`config.mk`:
```
export PLATFORM = sky130hd
export DESIGN_NAME = cdsp_top
export DESIGN_NICKNAME = d
export VERILOG_FILES = /design/src/cdsp_pkg.sv /design/src/cdsp_divider.sv /design/src/cdsp_top.sv
export VERILOG_INCLUDE_DIRS = /design/src
export SDC_FILE = /design/constraint.sdc
export NUM_CORES = 1
export LEC_CHECK = 0
export BUFFER_PORTS_ARGS = -buffer_cell sky130_fd_sc_hd__buf_2
export CAP_MARGIN = 20
export CORE_MARGIN = 2
export CORE_UTILIZATION = 61
export DETAILED_ROUTE_END_ITERATION = 10
export GPL_TIMING_DRIVEN = 1
export PLACE_DENSITY = 0.85
export RECOVER_POWER = 25
export SLEW_MARGIN = 20
export SYNTH_ARGS = -nofsm -noshare
export SYNTH_HDL_FRONTEND = slang
export SYNTH_SLANG_ARGS = --single-unit
```
`constraint.sdc`:
```
create_clock -name sys_clk -period 3.8 [get_ports sys_clk]
set_input_delay 0.76 -clock sys_clk [delete_from_list [all_inputs] [get_ports sys_clk]]
set_output_delay 0.76 -clock sys_clk [all_outputs]
set_load 0.01 [all_outputs]
```
`src/cdsp_consts.svh`:
```
// Constants for the clock divider, sync and power-state block
`ifndef CDSP_CONSTS_SVH
`define CDSP_CONSTS_SVH
`define CDSP_SYNC_REG_ADDR 9'h109
`define CDSP_SYNC_REG_RESET 8'h00
`define CDSP_SYNC_EN_BIT 0
`define CDSP_SYNC_ONCE_BIT 1
`define CDSP_DIV_RATIO_MAX 8
`define CDSP_DIV_RATIO_RESET 3'h0
`define CDSP_CLK_PERIOD_NS 50
`define CDSP_RELOCK_TIME_NS 1500
`define CDSP_RELOCK_CYCLES ((`CDSP_RELOCK_TIME_NS + `CDSP_CLK_PERIOD_NS - 1) / `CDSP_CLK_PERIOD_NS)
`define CDSP_WAKE_MIN_CYCLES 4
`define CDSP_WAKE_MAX_CYCLES 1023
`define CDSP_STBY_WAKE_CYCLES 2
`define CDSP_DCS_MIN_FREQ_MHZ 20
`endif

```
`src/cdsp_pkg.sv`:
```
// Types for the clock divider, sync and power-state block
package cdsp_pkg;
    typedef enum logic [1:0] {
        CDSP_RUN = 2'b00,
        CDSP_DOWN = 2'b01,
        CDSP_WAKE = 2'b11,
        CDSP_STBY = 2'b10
    } cdsp_pwr_t;

    typedef struct packed {
        logic write;
        logic [8:0] addr;
        logic [7:0] wdata;
    } cdsp_reg_req_t;

    typedef struct packed {
        logic clk_run;
        logic ref_on;
        logic bias_on;
        logic drv_oe;
    } cdsp_pwr_ctl_t;
endpackage

```
`src/cdsp_divider.sv`:
```
// Integer clock divider with sync reset and even duty output
`timescale 1ns/10ps
`default_nettype none
`include "cdsp_consts.svh"
module cdsp_divider
#(
    parameter int RATIO_W = 3
)
(
    // Clock and reset
    input wire logic sys_clk,
    input wire logic rst_n,
    // Control
    input wire logic run,
    input wire logic realign,
    input wire logic [RATIO_W-1:0] ratio_m1,
    input wire logic dcs_en,
    // Enables out
    output logic rise_en,
    output logic div_level
);
    import cdsp_pkg::*;

    logic [RATIO_W-1:0] cnt_q, cnt_d;
    logic lvl_q, lvl_d;
    logic [RATIO_W:0] half;

    // Half point sets the falling edge position
    always_comb
    begin
        half = ({1'b0, ratio_m1} + {{RATIO_W{1'b0}}, 1'b1}) >> 1;
        cnt_d = cnt_q;
        lvl_d = lvl_q;
        if (!run)
        begin
            cnt_d = '0;
            lvl_d = 1'b0;
        end
        else if (realign)
        begin
            cnt_d = '0;
            lvl_d = 1'b1;
        end
        else
        begin
            cnt_d = (cnt_q >= ratio_m1) ? '0 : cnt_q + 1'b1;
            if (cnt_d == '0)
                lvl_d = 1'b1;
            else if (dcs_en)
                lvl_d = ({1'b0, cnt_d} < half);
            else
                lvl_d = (cnt_d == '0);
        end
    end

    // Counter and level registers
    always_ff @(posedge sys_clk or negedge rst_n)
    begin
        if (!rst_n)
        begin
            cnt_q <= '0;
            lvl_q <= 1'b0;
        end
        else
        begin
            cnt_q <= cnt_d;
            lvl_q <= lvl_d;
        end
    end

    // Rising edge of divided clock is the sample instant
    assign rise_en = run && (realign || cnt_d == '0);
    // Next level, so the top registers it in step with rise_en
    assign div_level = lvl_d;
endmodule
`default_nettype wire

```
`src/cdsp_top.sv`:
```
// Clock divider, alignment sync and power-state control top
//
// What this block does
// Divide the input clock by an integer ratio from 1 to 8.
// Divider_sync_control low bits select realign on every pulse or first only.
// An accepted alignment pulse returns the divider to its initial state.
// Stabiliser regenerates the falling edge for an even high/low ratio.
// Stabiliser need not work below about 20 MHz input clock.
// Controller waits 1.5 us after a clock rate change before trusting data.
// Power-down is entered by register command or by the pin driven high.
// All output drivers are high impedance while powered down.
// Pin driven low leaves power-down and resumes normal operation.
// Power-down stops clock, reference and bias; wake-up grows with time down.
// Register-only standby keeps the reference on for a faster wake-up.
// Each sample is taken on the rising edge of the divided clock.
// Alignment input edge-detected; a write arms first-pulse mode, a pulse disarms.
`timescale 1ns/10ps
`default_nettype none
`include "cdsp_consts.svh"
module cdsp_top
#(
    parameter int RATIO_MAX = `CDSP_DIV_RATIO_MAX,
    parameter int RELOCK_CYCLES = `CDSP_RELOCK_CYCLES,
    parameter int WAKE_MAX = `CDSP_WAKE_MAX_CYCLES
)
(
    // Clock and reset
    input wire logic sys_clk,
    input wire logic rst_n,
    // Register port
    input wire cdsp_pkg::cdsp_reg_req_t reg_req,
    output logic [7:0] reg_rdata,
    // Divider ratio and power commands from the control port
    input wire logic [2:0] div_ratio_m1,
    input wire logic dcs_enable,
    input wire logic cmd_powerdown,
    input wire logic cmd_standby,
    input wire logic rate_changed,
    // Pins
    input wire logic sync_in,
    input wire logic powerdown_pin,
    // Outputs
    output logic sample_en,
    output logic div_clk,
    output cdsp_pkg::cdsp_pwr_ctl_t pwr_ctl,
    output logic dcs_locked
);
    import cdsp_pkg::*;

    localparam int RW = $clog2(RATIO_MAX);
    localparam int WW = $clog2(WAKE_MAX + 1);
    localparam int LW = $clog2(RELOCK_CYCLES + 1);

    // Elaboration checks on parameters
    initial
    begin
        if (RATIO_MAX < 2 || RATIO_MAX > 8 || RW != 3)
            $error("cdsp_top: RATIO_MAX must be 5 to 8");
        if (RELOCK_CYCLES < 1 || WAKE_MAX < `CDSP_WAKE_MIN_CYCLES)
            $error("cdsp_top: counts too small");
    end

    // Register write decode, used once for the sync register
    function automatic logic hit(input cdsp_reg_req_t r);
        hit = r.write && (r.addr == `CDSP_SYNC_REG_ADDR);
    endfunction

    logic [7:0] sreg_q, sreg_d;
    logic armed_q, armed_d;
    logic [1:0] sync_q, sync_d;
    logic realign;
    logic sync_rise;

    // Sync input is taken synchronous; newer stage high with older stage low gives the edge
    assign sync_rise = sync_q[0] && !sync_q[1];

    // Accepted pulse depends on mode bits
    always_comb
    begin
        realign = 1'b0;
        if (sync_rise && sreg_q[`CDSP_SYNC_EN_BIT])
        begin
            if (sreg_q[`CDSP_SYNC_ONCE_BIT])
                realign = armed_q;
            else
                realign = 1'b1;
        end
    end

    // Sync register, arm flag and input stages
    always_comb
    begin
        sreg_d = sreg_q;
        armed_d = armed_q;
        sync_d = {sync_q[0], sync_in};
        if (realign)
            armed_d = 1'b0;
        // A write in the pulse cycle re-arms: the write wins as the later event
        if (hit(reg_req))
        begin
            sreg_d = reg_req.wdata;
            armed_d = 1'b1;
        end
    end

    always_ff @(posedge sys_clk or negedge rst_n)
    begin
        if (!rst_n)
        begin
            sreg_q <= `CDSP_SYNC_REG_RESET;
            armed_q <= 1'b0;
            sync_q <= 2'b00;
        end
        else
        begin
            sreg_q <= sreg_d;
            armed_q <= armed_d;
            sync_q <= sync_d;
        end
    end

    // Power state machine
    cdsp_pwr_t st_q, st_d;
    logic [WW-1:0] down_q, down_d;
    logic [WW-1:0] wake_q, wake_d;
    logic want_down;

    assign want_down = cmd_powerdown || powerdown_pin;

    always_comb
    begin
        st_d = st_q;
        down_d = down_q;
        wake_d = wake_q;
        unique case (st_q)
            CDSP_RUN:
            begin
                down_d = '0;
                if (want_down)
                    st_d = CDSP_DOWN;
                else if (cmd_standby)
                    st_d = CDSP_STBY;
            end
            CDSP_DOWN:
            begin
                // Longer time down gives a longer recharge, saturating
                if (down_q < WW'(WAKE_MAX))
                    down_d = down_q + 1'b1;
                if (!want_down)
                begin
                    st_d = CDSP_WAKE;
                    wake_d = (down_q < WW'(`CDSP_WAKE_MIN_CYCLES)) ?
                        WW'(`CDSP_WAKE_MIN_CYCLES) : down_q;
                end
            end
            CDSP_STBY:
            begin
                if (want_down)
                    st_d = CDSP_DOWN;
                else if (!cmd_standby)
                begin
                    st_d = CDSP_WAKE;
                    wake_d = WW'(`CDSP_STBY_WAKE_CYCLES);
                end
            end
            CDSP_WAKE:
            begin
                if (want_down)
                    st_d = CDSP_DOWN;
                else if (wake_q <= WW'(1))
                    st_d = CDSP_RUN;
                else
                    wake_d = wake_q - 1'b1;
            end
        endcase
    end

    always_ff @(posedge sys_clk or negedge rst_n)
    begin
        if (!rst_n)
        begin
            st_q <= CDSP_RUN;
            down_q <= '0;
            wake_q <= '0;
        end
        else
        begin
            st_q <= st_d;
            down_q <= down_d;
            wake_q <= wake_d;
        end
    end

    // Power controls, all registered
    cdsp_pwr_ctl_t ctl_d;
    always_comb
    begin
        ctl_d.clk_run = (st_d == CDSP_RUN);
        ctl_d.ref_on = (st_d != CDSP_DOWN);
        ctl_d.bias_on = (st_d == CDSP_RUN) || (st_d == CDSP_WAKE);
        ctl_d.drv_oe = (st_d == CDSP_RUN);
    end

    // Divider runs only while the internal clock is allowed
    logic rise_en;
    logic div_level;
    cdsp_divider #(.RATIO_W(RW)) u_div
    (
        .sys_clk(sys_clk),
        .rst_n(rst_n),
        .run(st_q == CDSP_RUN),
        .realign(realign),
        .ratio_m1(div_ratio_m1),
        .dcs_en(dcs_enable),
        .rise_en(rise_en),
        .div_level(div_level)
    );

    // Stabiliser relock timer; controller must wait out the flag
    logic [LW-1:0] lock_q, lock_d;
    always_comb
    begin
        lock_d = lock_q;
        if (rate_changed || !dcs_enable || st_q != CDSP_RUN)
            lock_d = LW'(RELOCK_CYCLES);
        else if (lock_q != '0)
            lock_d = lock_q - 1'b1;
    end

    // Output registers
    always_ff @(posedge sys_clk or negedge rst_n)
    begin
        if (!rst_n)
        begin
            lock_q <= '0;
            reg_rdata <= 8'h00;
            sample_en <= 1'b0;
            div_clk <= 1'b0;
            pwr_ctl <= '0;
            dcs_locked <= 1'b0;
        end
        else
        begin
            lock_q <= lock_d;
            reg_rdata <= {4'h0, armed_q, st_q == CDSP_RUN, sreg_q[1:0]};
            sample_en <= rise_en;
            div_clk <= div_level;
            pwr_ctl <= ctl_d;
            // Below 20 MHz input the loop may never lock; not modelled
            dcs_locked <= dcs_enable && (lock_d == '0);
        end
    end
endmodule
`default_nettype wire

```
==> results.toml, run 1 <==
[timing]
finalCritPeriodShare_pct = 72.3
whs_ns = 0.379
relSlewSlack_pct = -56.4
skew_ns = 0.00630
report.final.setup_viol = 0
hold_viol = 0
tns_ns = 0
rsz0062_at_grt = "false"
max_freq_mhz = 364
post-route-min-period_ns = 2.75
tightest_slew_ns = 2.35
finalMaxSlewViolations = 46

[place]
dp_cells = 344
gp_congestion = 0.880
port-buffer-count = 33
hpwl_mm = 3.96
place_area_um2 = 2820

[critical_path]
crit_type = "register to register"
critPathMaxFanout = 17
crit_path_end_kind = "register"
worst-path-stages = 5
r2r-end = "wake_q[1]"
required_ns = 3.99
critPathMaxStageDelay_ns = 0.54
path_buf_inv = 0
reg2reg_depth = 5
crit_chain = "ha_1, or4b_1, nor4_4, or2_1, mux2_4"
cp_top_family = "simple AND/OR/NAND/NOR gates"
cp-start-kind = "register"
rr_startpoint = "st_q[1]"
ff2ff_setup_slack_ns = 1.05
crit_path_top_delay_cell = "or4b_1"
arrival_ns = 2.94

[power]
p_per_area_nw_per_um2 = 680
ir_drop_mv = 0.345
leakagePower_nw = 1.35

[final_layout]
finalInstanceArea_um2 = 2900
antenna_cells = 0
synthToLayoutAreaGrowth_pct = 8.53
n_fill_cell = 341
drive_gt1_share_pct = 18.1
final_cells = 350
nets = 345

[logic_synthesis]
synthFlopType = "dfrtp_1"
yosysMostFrequentCell = "dfrtp_1"
yosysWarnings = 0
async_flop_share_pct = 100
syn_avg_cell_area_um2 = 9.92
ys_seq_elements = 45
yosysSeqAreaShare_pct = 42.2
synth_top_area_share_pct = 42.2
synth_common_cells = "45 x dfrtp_1, 18 x nand2_1, 17 x ha_1"
synth_edf_count = 0
ys_types = 61
ys_top_cells_by_area = "dfrtp_1 42%, ha_1 8.0%, o21ai_0 2.8%"
synth_top_area_cell = "dfrtp_1"
synthCells = 269
synthesis.area_um2 = 2670

[floorplan]
core_um2 = 4290
die-area_um2 = 4920
chipWidth_um = 70.1
num_rows = 24
start_util_pct = 62.2
die_h_um = 70.1
io_pins = 44

[clocking]
cts_tree = "built"
cts_hold_buf = 0
clk_pin_slew_ns = 0.08
clk_path_buf_depth = 2
cts_setup_buffers = 0
cts_resized = 0
cts_htree_levels = 2
numCtsBuffers = 5
clock_latency_ns = 0.30
root_buffer = "clkbuf_8"
cts.sinks = 45

[drt]
ant_nets = 0
dr.pass1.iters = 4
drt-total-wl_mm = 5.46
wl_per_cell_um = 15.6
post-route-drc-count = 0
viasPerCell = 6.28
vias = 2198
drtIter0Drc = 259

[grt]
grt_max_degree = 46
antenna_found_initial = 0
track_usage_pct = 24.1
grt_pass1_vias = 2099
grt_pass1_wl_mm = 9.46
grt-ovfl-total = 0

[min_path]
hold_end = "sync_q[1]"
hold_depth = 0
holdCritPathClass = "register to register"
holdCritStartpoint = "sync_q[0]"

[flow_run]
maxCapViolCount = 1

[status]
status = "complete, but fails checks"
violations = "capacitance limit, slew limit"
## layer usage
metal / routed length, µm / track usage, %
met5: 0 / 0
met4: 107 / 9.19
met3: 267 / 4.76
met1: 2420 / 32.6
met2: 2660 / 38.6
## final cells by class
| cell class | instances | area [µm²] | share of cell area, % |
|---|---|---|---|
| Tap cell | 52 | 65.1 | 2.25 |
| Inverter | 16 | 60.1 | 2.07 |
| Sequential cell | 45 | 1130 | 38.9 |
| Clock buffer | 5 | 68.8 | 2.38 |
| Multi-Input combinational cell | 198 | 1410 | 48.6 |
| Clock inverter | 1 | 5.00 | 0.173 |
| Timing Repair Buffer | 33 | 164 | 5.66 |
## cell usage in the layout (no fill, tap or decap), types with 4 or more instances in the layout
cell      instances
a31oi_1           5
and2_1            4
nand3b_1          5
nand2b_1          7
o211ai_1          6
xnor2_1           4
ha_1             17
nor4_1            5
and3_1            4
a211oi_1          4
dfrtp_1          45
o31ai_1           4
inv_1            16
buf_2            32
clkbuf_8          5
conb_1            4
o21ai_0          15
nand3_1           6
nor3_1            8
nand2_1          18
a21oi_1           7
nor2_1           15
## state kept, by name (all words and copies together) (netlist names)
signal / flops
armed_q: 1
dcs_locked: 1
div_clk: 1
down_q: 10
lock_q: 5
pwr_ctl: 3
reg_rdata: 4
sample_en: 1
sreg_q: 2
st_q: 2
sync_q: 2
u_div.cnt_q: 3
wake_q: 10
## power by group
group          internal [W]  switching (W)  total [W]
registers          0.000601       0.000144   0.000745
logic              0.000400       0.000551   0.000950
clock network      0.000121       0.000153   0.000274
## worst register-to-register path, stage by stage, from the launching register on
cell and delay [ns]:
dfrtp_1 0.42, ha_1 0.53, or4b_1 0.54, nor4_4 0.38, or2_1 0.44, mux2_4 0.34
## metrics by stage
stage	utilization, %	worst slack, ns	power (W)
after floorplan	-	1.44	0.00150
after global placement	65.8	1.09	0.00165
after detailed placement	65.8	1.06	0.00169
after CTS	67.5	1.05	0.00196
after global routing	67.5	0.718	0.00212
final	67.5	1.05	0.00197
## how the worst max path moves through the flow
stage,from,endpoint,slack [ns]
after floorplan,div_ratio_m1[0],div_clk,1.44
after global placement,st_q[1],wake_q[0],1.09
after detailed placement,st_q[1],wake_q[1],1.06
after CTS,st_q[1],wake_q[1],1.05
after global routing,rst_n,wake_q[9],0.72
final,st_q[1],wake_q[1],1.05
## cell families after synthesis
kind of cell               Yosys count  share of synthesized area [%]
and+or+nand+nor                     97                           21.1
AOI/OAI and AO/OA                   72                           19.8
DFF                                 45                           42.2
buffers and inverters               29                           5.49
adders and majority gates           17                           7.97
xor gates and xnor gates             4                           1.31
muxes                                4                           1.97
other                                1                          0.141
(Power assumes the default switching activity.)
==> run 2, diff against run 1 <==
--- a/config.mk
+++ b/config.mk
@@ -6,13 +6,14 @@
 export SDC_FILE = /design/constraint.sdc
 export NUM_CORES = 1
 export LEC_CHECK = 0
+export ABC_AREA = 1
 export BUFFER_PORTS_ARGS = -buffer_cell sky130_fd_sc_hd__buf_2
 export CAP_MARGIN = 20
 export CORE_MARGIN = 2
-export CORE_UTILIZATION = 61
+export CORE_UTILIZATION = 51
 export DETAILED_ROUTE_END_ITERATION = 10
 export GPL_TIMING_DRIVEN = 1
-export PLACE_DENSITY = 0.85
+export PLACE_DENSITY = 0.76
 export RECOVER_POWER = 25
 export SLEW_MARGIN = 20
 export SYNTH_ARGS = -nofsm -noshare
==> constraint.sdc (replaced) <==
create_clock -name sys_clk -period 2.41 [get_ports sys_clk]
set_input_delay 0.482 -clock sys_clk [delete_from_list [all_inputs] [get_ports sys_clk]]
set_output_delay 0.482 -clock sys_clk [all_outputs]
set_load 0.01 [all_outputs]
==> run 2 against run 1 <==
  * The run now ends clean
  * Cell count increased by 34%
  * Critical path type unchanged
  * Clock skew grew 0.0013 ns
  * Largest power group unchanged
  * Critical path depth rose by 7
  * Power increased by 65%
  * Register-to-register slack got worse by 0.57 ns
==> results.toml, run 2 <==
[drt]
viasPerCell = 5.12
dr.pass1.iters = 5
drt-total-wl_mm = 5.57
post-route-drc-count = 0
vias = 2406
ant_nets = 0
drtIter0Drc = 161
wl_per_cell_um = 11.8

[timing]
rsz0062_at_grt = "false"
tns_ns = 0
finalCritPeriodShare_pct = 79.8
skew_ns = 0.00763
relSlewSlack_pct = 21.8
post-route-min-period_ns = 1.92
max_freq_mhz = 520
hold_viol = 0
finalMaxSlewViolations = 0
report.final.setup_viol = 0
tightest_slew_ns = 1.17

[logic_synthesis]
synth_common_cells = "86 x nand2_1, 46 x inv_1, 45 x dfrtp_1"
synth_edf_count = 0
ys_types = 36
synth_top_area_cell = "dfrtp_1"
async_flop_share_pct = 100
yosysMostFrequentCell = "nand2_1"
ys_top_cells_by_area = "dfrtp_1 40%, nand2_1 12%, ha_1 7.6%"
synthFlopType = "dfrtp_1"
synthesis.area_um2 = 2800
syn_avg_cell_area_um2 = 7.72
synthCells = 363
yosysWarnings = 0
ys_seq_elements = 45
yosysSeqAreaShare_pct = 40.2
synth_top_area_share_pct = 40.2

[critical_path]
crit_chain = "ha_1, a21oi_1, nand3_1, inv_1, nand2_1, inv_1, ha_1, nand2_1, nand2_1, nor2_1, nand2_1, a21oi_1"
path_buf_inv = 2
worst-path-stages = 12
critPathMaxFanout = 3
crit_type = "register to register"
arrival_ns = 2.15
r2r-end = "div_clk"
required_ns = 2.64
cp-endpoint = "div_clk"
crit_path_end_kind = "register"
reg2reg_depth = 12
worstSetupStartpoint = "u_div.cnt_q[2]"
cp_top_family = "adder cells"
cp-start-kind = "register"
ff2ff_setup_slack_ns = 0.49
critPathMaxStageDelay_ns = 0.40
crit_path_top_delay_cell = "dfrtp_1"
rr_startpoint = "u_div.cnt_q[2]"
cpMostUsedCell = "nand2_1"

[power]
power.internal_w = 0.00179
seqPwrFrac_pct = 33.6
p_per_area_nw_per_um2 = 1040
p_clk_share_pct = 17.1
p_total_w = 0.00325
p_comb_share_pct = 49.4
p_sw_w = 0.00146
p_sw_share_pct = 44.9
ir_drop_mv = 0.695
leakagePower_nw = 1.60

[clocking]
cts_hold_buf = 0
cts_resized = 0
clk_path_buf_depth = 2
cts_htree_levels = 2
numCtsBuffers = 5
cts_setup_buffers = 0
clk_pin_slew_ns = 0.08
cts_tree = "built"
cts.sinks = 45
root_buffer = "clkbuf_8"
clock_latency_ns = 0.30

[final_layout]
drive_gt1_share_pct = 18.5
final_util_pct = 60.0
final_common_cell = "nand2_1"
synthToLayoutAreaGrowth_pct = 11.4
final_cell_mix = "86 x nand2_1, 46 x inv_1, 45 x dfrtp_1, 39 x nor2_1, 32 x buf_2"
top_regs = "down_q: 10 flops, wake_q: 10 flops, lock_q: 5 flops"
antenna_cells = 0
nets = 446

[status]
status = "finished clean"

[flow_run]
maxCapViolCount = 0

[grt]
track_usage_pct = 20.0
grt_pass1_vias = 2261
grt-ovfl-total = 0
grt_pass1_wl_mm = 9.84
antenna_found_initial = 0
grt_max_degree = 26

[floorplan]
chipWidth_um = 78.1
start_util_pct = 53.8
core_um2 = 5200
die-area_um2 = 6100
num_rows = 26
io_pins = 44
die_h_um = 78.1

[place]
gp_congestion = 0.879
hpwl_mm = 4.25
port-buffer-count = 33

[min_path]
holdCritPathClass = "primary input to register"
==> run 2: worst min-delay path by stage <==
stage	from	end	slack [ns]	cells after the start
after CTS	rst_n	div_clk	0.15	1
after detailed placement	sync_q[0]	sync_q[1]	0.36	0
after global placement	armed_q	reg_rdata[3]	0.36	0
after global routing	sync_in	sync_q[0]	0.28	1
final	sync_in	sync_q[0]	0.29	1
after floorplan	rst_n	armed_q	0.19	0
==> run 2: cells by family (layout without fill, tap and decap cells) <==
family	Yosys count	after routing	synth area share, %
and+or+nand+nor	181	181	28.8
buffers and inverters	63	97	10.1
AOI/OAI and AO/OA	50	50	11.3
DFF	45	45	40.2
adders and majority gates	17	17	7.59
xor gates and xnor gates	6	6	1.87
other	1	4	0.134
==> run 2: final cells by class <==
class | count | area [µm²]
multi-input cells | 258 | 1410
flip-flops and latches | 45 | 1130
clock buffers | 5 | 68.8
well taps | 70 | 87.6
inverters | 55 | 209
fillers | 482 | 2080
clock inverters | 2 | 35.0
repair buffers | 35 | 191
==> run 2: through the flow <==
step           hold slack, ns  area, µm²  worst slack (ns)  std cells
3_3_place_gp            0.360       3020             0.333        463
6_report                0.286       3120             0.486        470
5_1_grt                 0.280       3120             0.280        470
3_5_place_dp            0.365       3020             0.240        463
4_1_cts                 0.150       3120             0.489        470
2_1_floorplan           0.186       2810             0.517        366
==> run 2: routing by layer <==
metal  vias up  part of all wire [%]  GRT usage [%]
met3        11                   5.3           4.02
met5         -                     0              0
li1       1224                     -              -
met4         0                   1.7           7.89
met2        64                    46           32.5
met1      1107                    47           26.4
==> run 2: power by group through the flow <==
stage / logic (W) / registers [W] / clock network (W)
global route: 0.00182 / 0.00112 / 0.000593
finish: 0.00161 / 0.00109 / 0.000556
global placement: 0.00155 / 0.00110 / 0
CTS: 0.00160 / 0.00109 / 0.000566
detailed placement: 0.00159 / 0.00110 / 0
floorplan: 0.00128 / 0.00109 / 0
==> run 3, diff against run 2 <==
--- a/config.mk
+++ b/config.mk
@@ -10,10 +10,10 @@
 export BUFFER_PORTS_ARGS = -buffer_cell sky130_fd_sc_hd__buf_2
 export CAP_MARGIN = 20
 export CORE_MARGIN = 2
-export CORE_UTILIZATION = 51
+export CORE_UTILIZATION = 57
 export DETAILED_ROUTE_END_ITERATION = 10
 export GPL_TIMING_DRIVEN = 1
-export PLACE_DENSITY = 0.76
+export PLACE_DENSITY = 0.8
 export RECOVER_POWER = 25
 export SLEW_MARGIN = 20
 export SYNTH_ARGS = -nofsm -noshare
==> constraint.sdc (replaced) <==
create_clock -name sys_clk -period 2 [get_ports sys_clk]
set_input_delay 0.4 -clock sys_clk [delete_from_list [all_inputs] [get_ports sys_clk]]
set_output_delay 0.4 -clock sys_clk [all_outputs]
set_load 0.01 [all_outputs]
==> run 3 against run 2 <==
  * Highest routed layer unchanged
  * Hold slack worse by 0.081 ns
  * Die area is 10% lower
  * Cell area is 2.3% higher
  * Flip-flop and latch count stayed put
==> results.toml, run 3 (synthesized netlist as in run 2, its figures left out) <==
[status]
status = "finished clean"

[power]
p_total_w = 0.00400
ir_drop_mv = 0.864
p_per_area_nw_per_um2 = 1250
leakagePower_nw = 1.64

[timing]
post-route-min-period_ns = 1.91
report.final.setup_viol = 0
relSlewSlack_pct = 41.8
hold_viol = 0
max_freq_mhz = 525
finalWorstSetupSlack_ns = 0.0937
tns_ns = 0
tightest_slew_ns = 0.872
finalMaxSlewViolations = 0
finalCritPeriodShare_pct = 95.3
skew_ns = 0.00943

[drt]
wl_per_cell_um = 12.0
post-route-drc-count = 0
drtIter0Drc = 170
ant_nets = 0
dr.pass1.iters = 5
drt-total-wl_mm = 5.67
viasPerCell = 5.18
vias = 2455

[floorplan]
io_pins = 44
num_rows = 25
die-area_um2 = 5490
start_util_pct = 59.3
core_um2 = 4720
die_h_um = 74.1
chipWidth_um = 74.1

[final_layout]
drive_gt1_share_pct = 20.9
nets = 452
final_util_pct = 67.7
top_regs = "down_q: 10 flops, wake_q: 10 flops, lock_q: 5 flops"
final_cell_mix = "86 x nand2_1, 46 x inv_1, 45 x dfrtp_1, 38 x nor2_1, 33 x buf_2"
final_common_cell = "nand2_1"
synthToLayoutAreaGrowth_pct = 14.0
antenna_cells = 0

[clocking]
cts_tree = "built"
clk_path_buf_depth = 2
cts_setup_buffers = 0
cts.sinks = 45
root_buffer = "clkbuf_8"
clk_pin_slew_ns = 0.09
cts_htree_levels = 2
clock_latency_ns = 0.29
numCtsBuffers = 5

[grt]
track_usage_pct = 22.9
grt_pass1_vias = 2272
antenna_found_initial = 0
grt_max_degree = 41
grt-ovfl-total = 0
grt_pass1_wl_mm = 9.81

[critical_path]
rr_startpoint = "u_div.cnt_q[2]"
crit_path_end_kind = "register"
reg2reg_depth = 12
cp-start-kind = "register"
worstSetupStartpoint = "u_div.cnt_q[2]"
arrival_ns = 2.13
crit_type = "register to register"
critPathMaxFanout = 3
required_ns = 2.22

[min_path]
hold_depth = 1
holdCritStartpoint = "sync_in"
holdCritPathClass = "primary input to register"

[flow_run]
maxCapViolCount = 0

[place]
port-buffer-count = 33
dp_worst_setup_slack_ns = -0.0913
hpwl_mm = 4.31
gp_congestion = 0.891
[run 3: path summary, 6_finish.rpt]
| check | endpoint | slack, ns |
|---|---|---|
| max | div_clk | 0.09 |
| min | sync_q[0] | 0.21 |
| max reg2reg | div_clk | 0.09 |
| min reg2reg | sync_q[1] | 0.38 |
| max in group asynchronous | u_div.cnt_q[1] | 0.34 |
| min in group asynchronous | lock_q[1] | 0.49 |
[run 3: final cells by class]
cell class | count | area [µm²]
fillers | 386 | 1530
flip-flops and latches | 45 | 1130
clock buffers | 6 | 82.6
repair buffers | 41 | 224
well taps | 67 | 83.8
multi-input cells | 258 | 1430
clock inverters | 2 | 37.5
inverters | 55 | 209
[run 3: critical path, stage by stage, from the launching register on]
cell and delay (ns):
dfrtp_1 0.44, ha_4 0.31, nand3_1 0.12, nand3_2 0.11, inv_1 0.06, nand2_1 0.08, inv_1 0.05, ha_1 0.28
nand2_1 0.08, nand2_1 0.05, nor2_1 0.09, nand2_1 0.06, a21oi_1 0.13
[run 3: timing repair]
item / CTS / global route
endpoints found under the setup margin: 0 / 3
hold buffers: 1 / 0
hold endpoints to repair: 5 / 0
gates resized for setup: 0 / 5
[run 3: stage by stage]
step | std cells | hold slack (ns) | area [µm²]
floorplan | 366 | 0.104 | 2810
finish | 474 | 0.205 | 3200
CTS | 474 | 0.201 | 3180
global placement | 465 | 0.243 | 3050
global route | 474 | 0.192 | 3200
detailed placement | 465 | 0.243 | 3050
[run 3: metal layers]
metal  track usage [%]  vias up  share of wire [%]
met2              38.3       86                 47
met3              4.34        6                5.2
met5                 0        -                  0
met4              6.26        0               0.78
met1              30.5     1119                 46
li1                  -     1244                  -
[run 3: where the power goes]
group | internal, W | switching [W] | leakage (nW)
clock | 0.000406 | 0.000305 | 0.0574
combinational | 0.000703 | 0.00127 | 1.01
sequential | 0.00113 | 0.000190 | 0.570
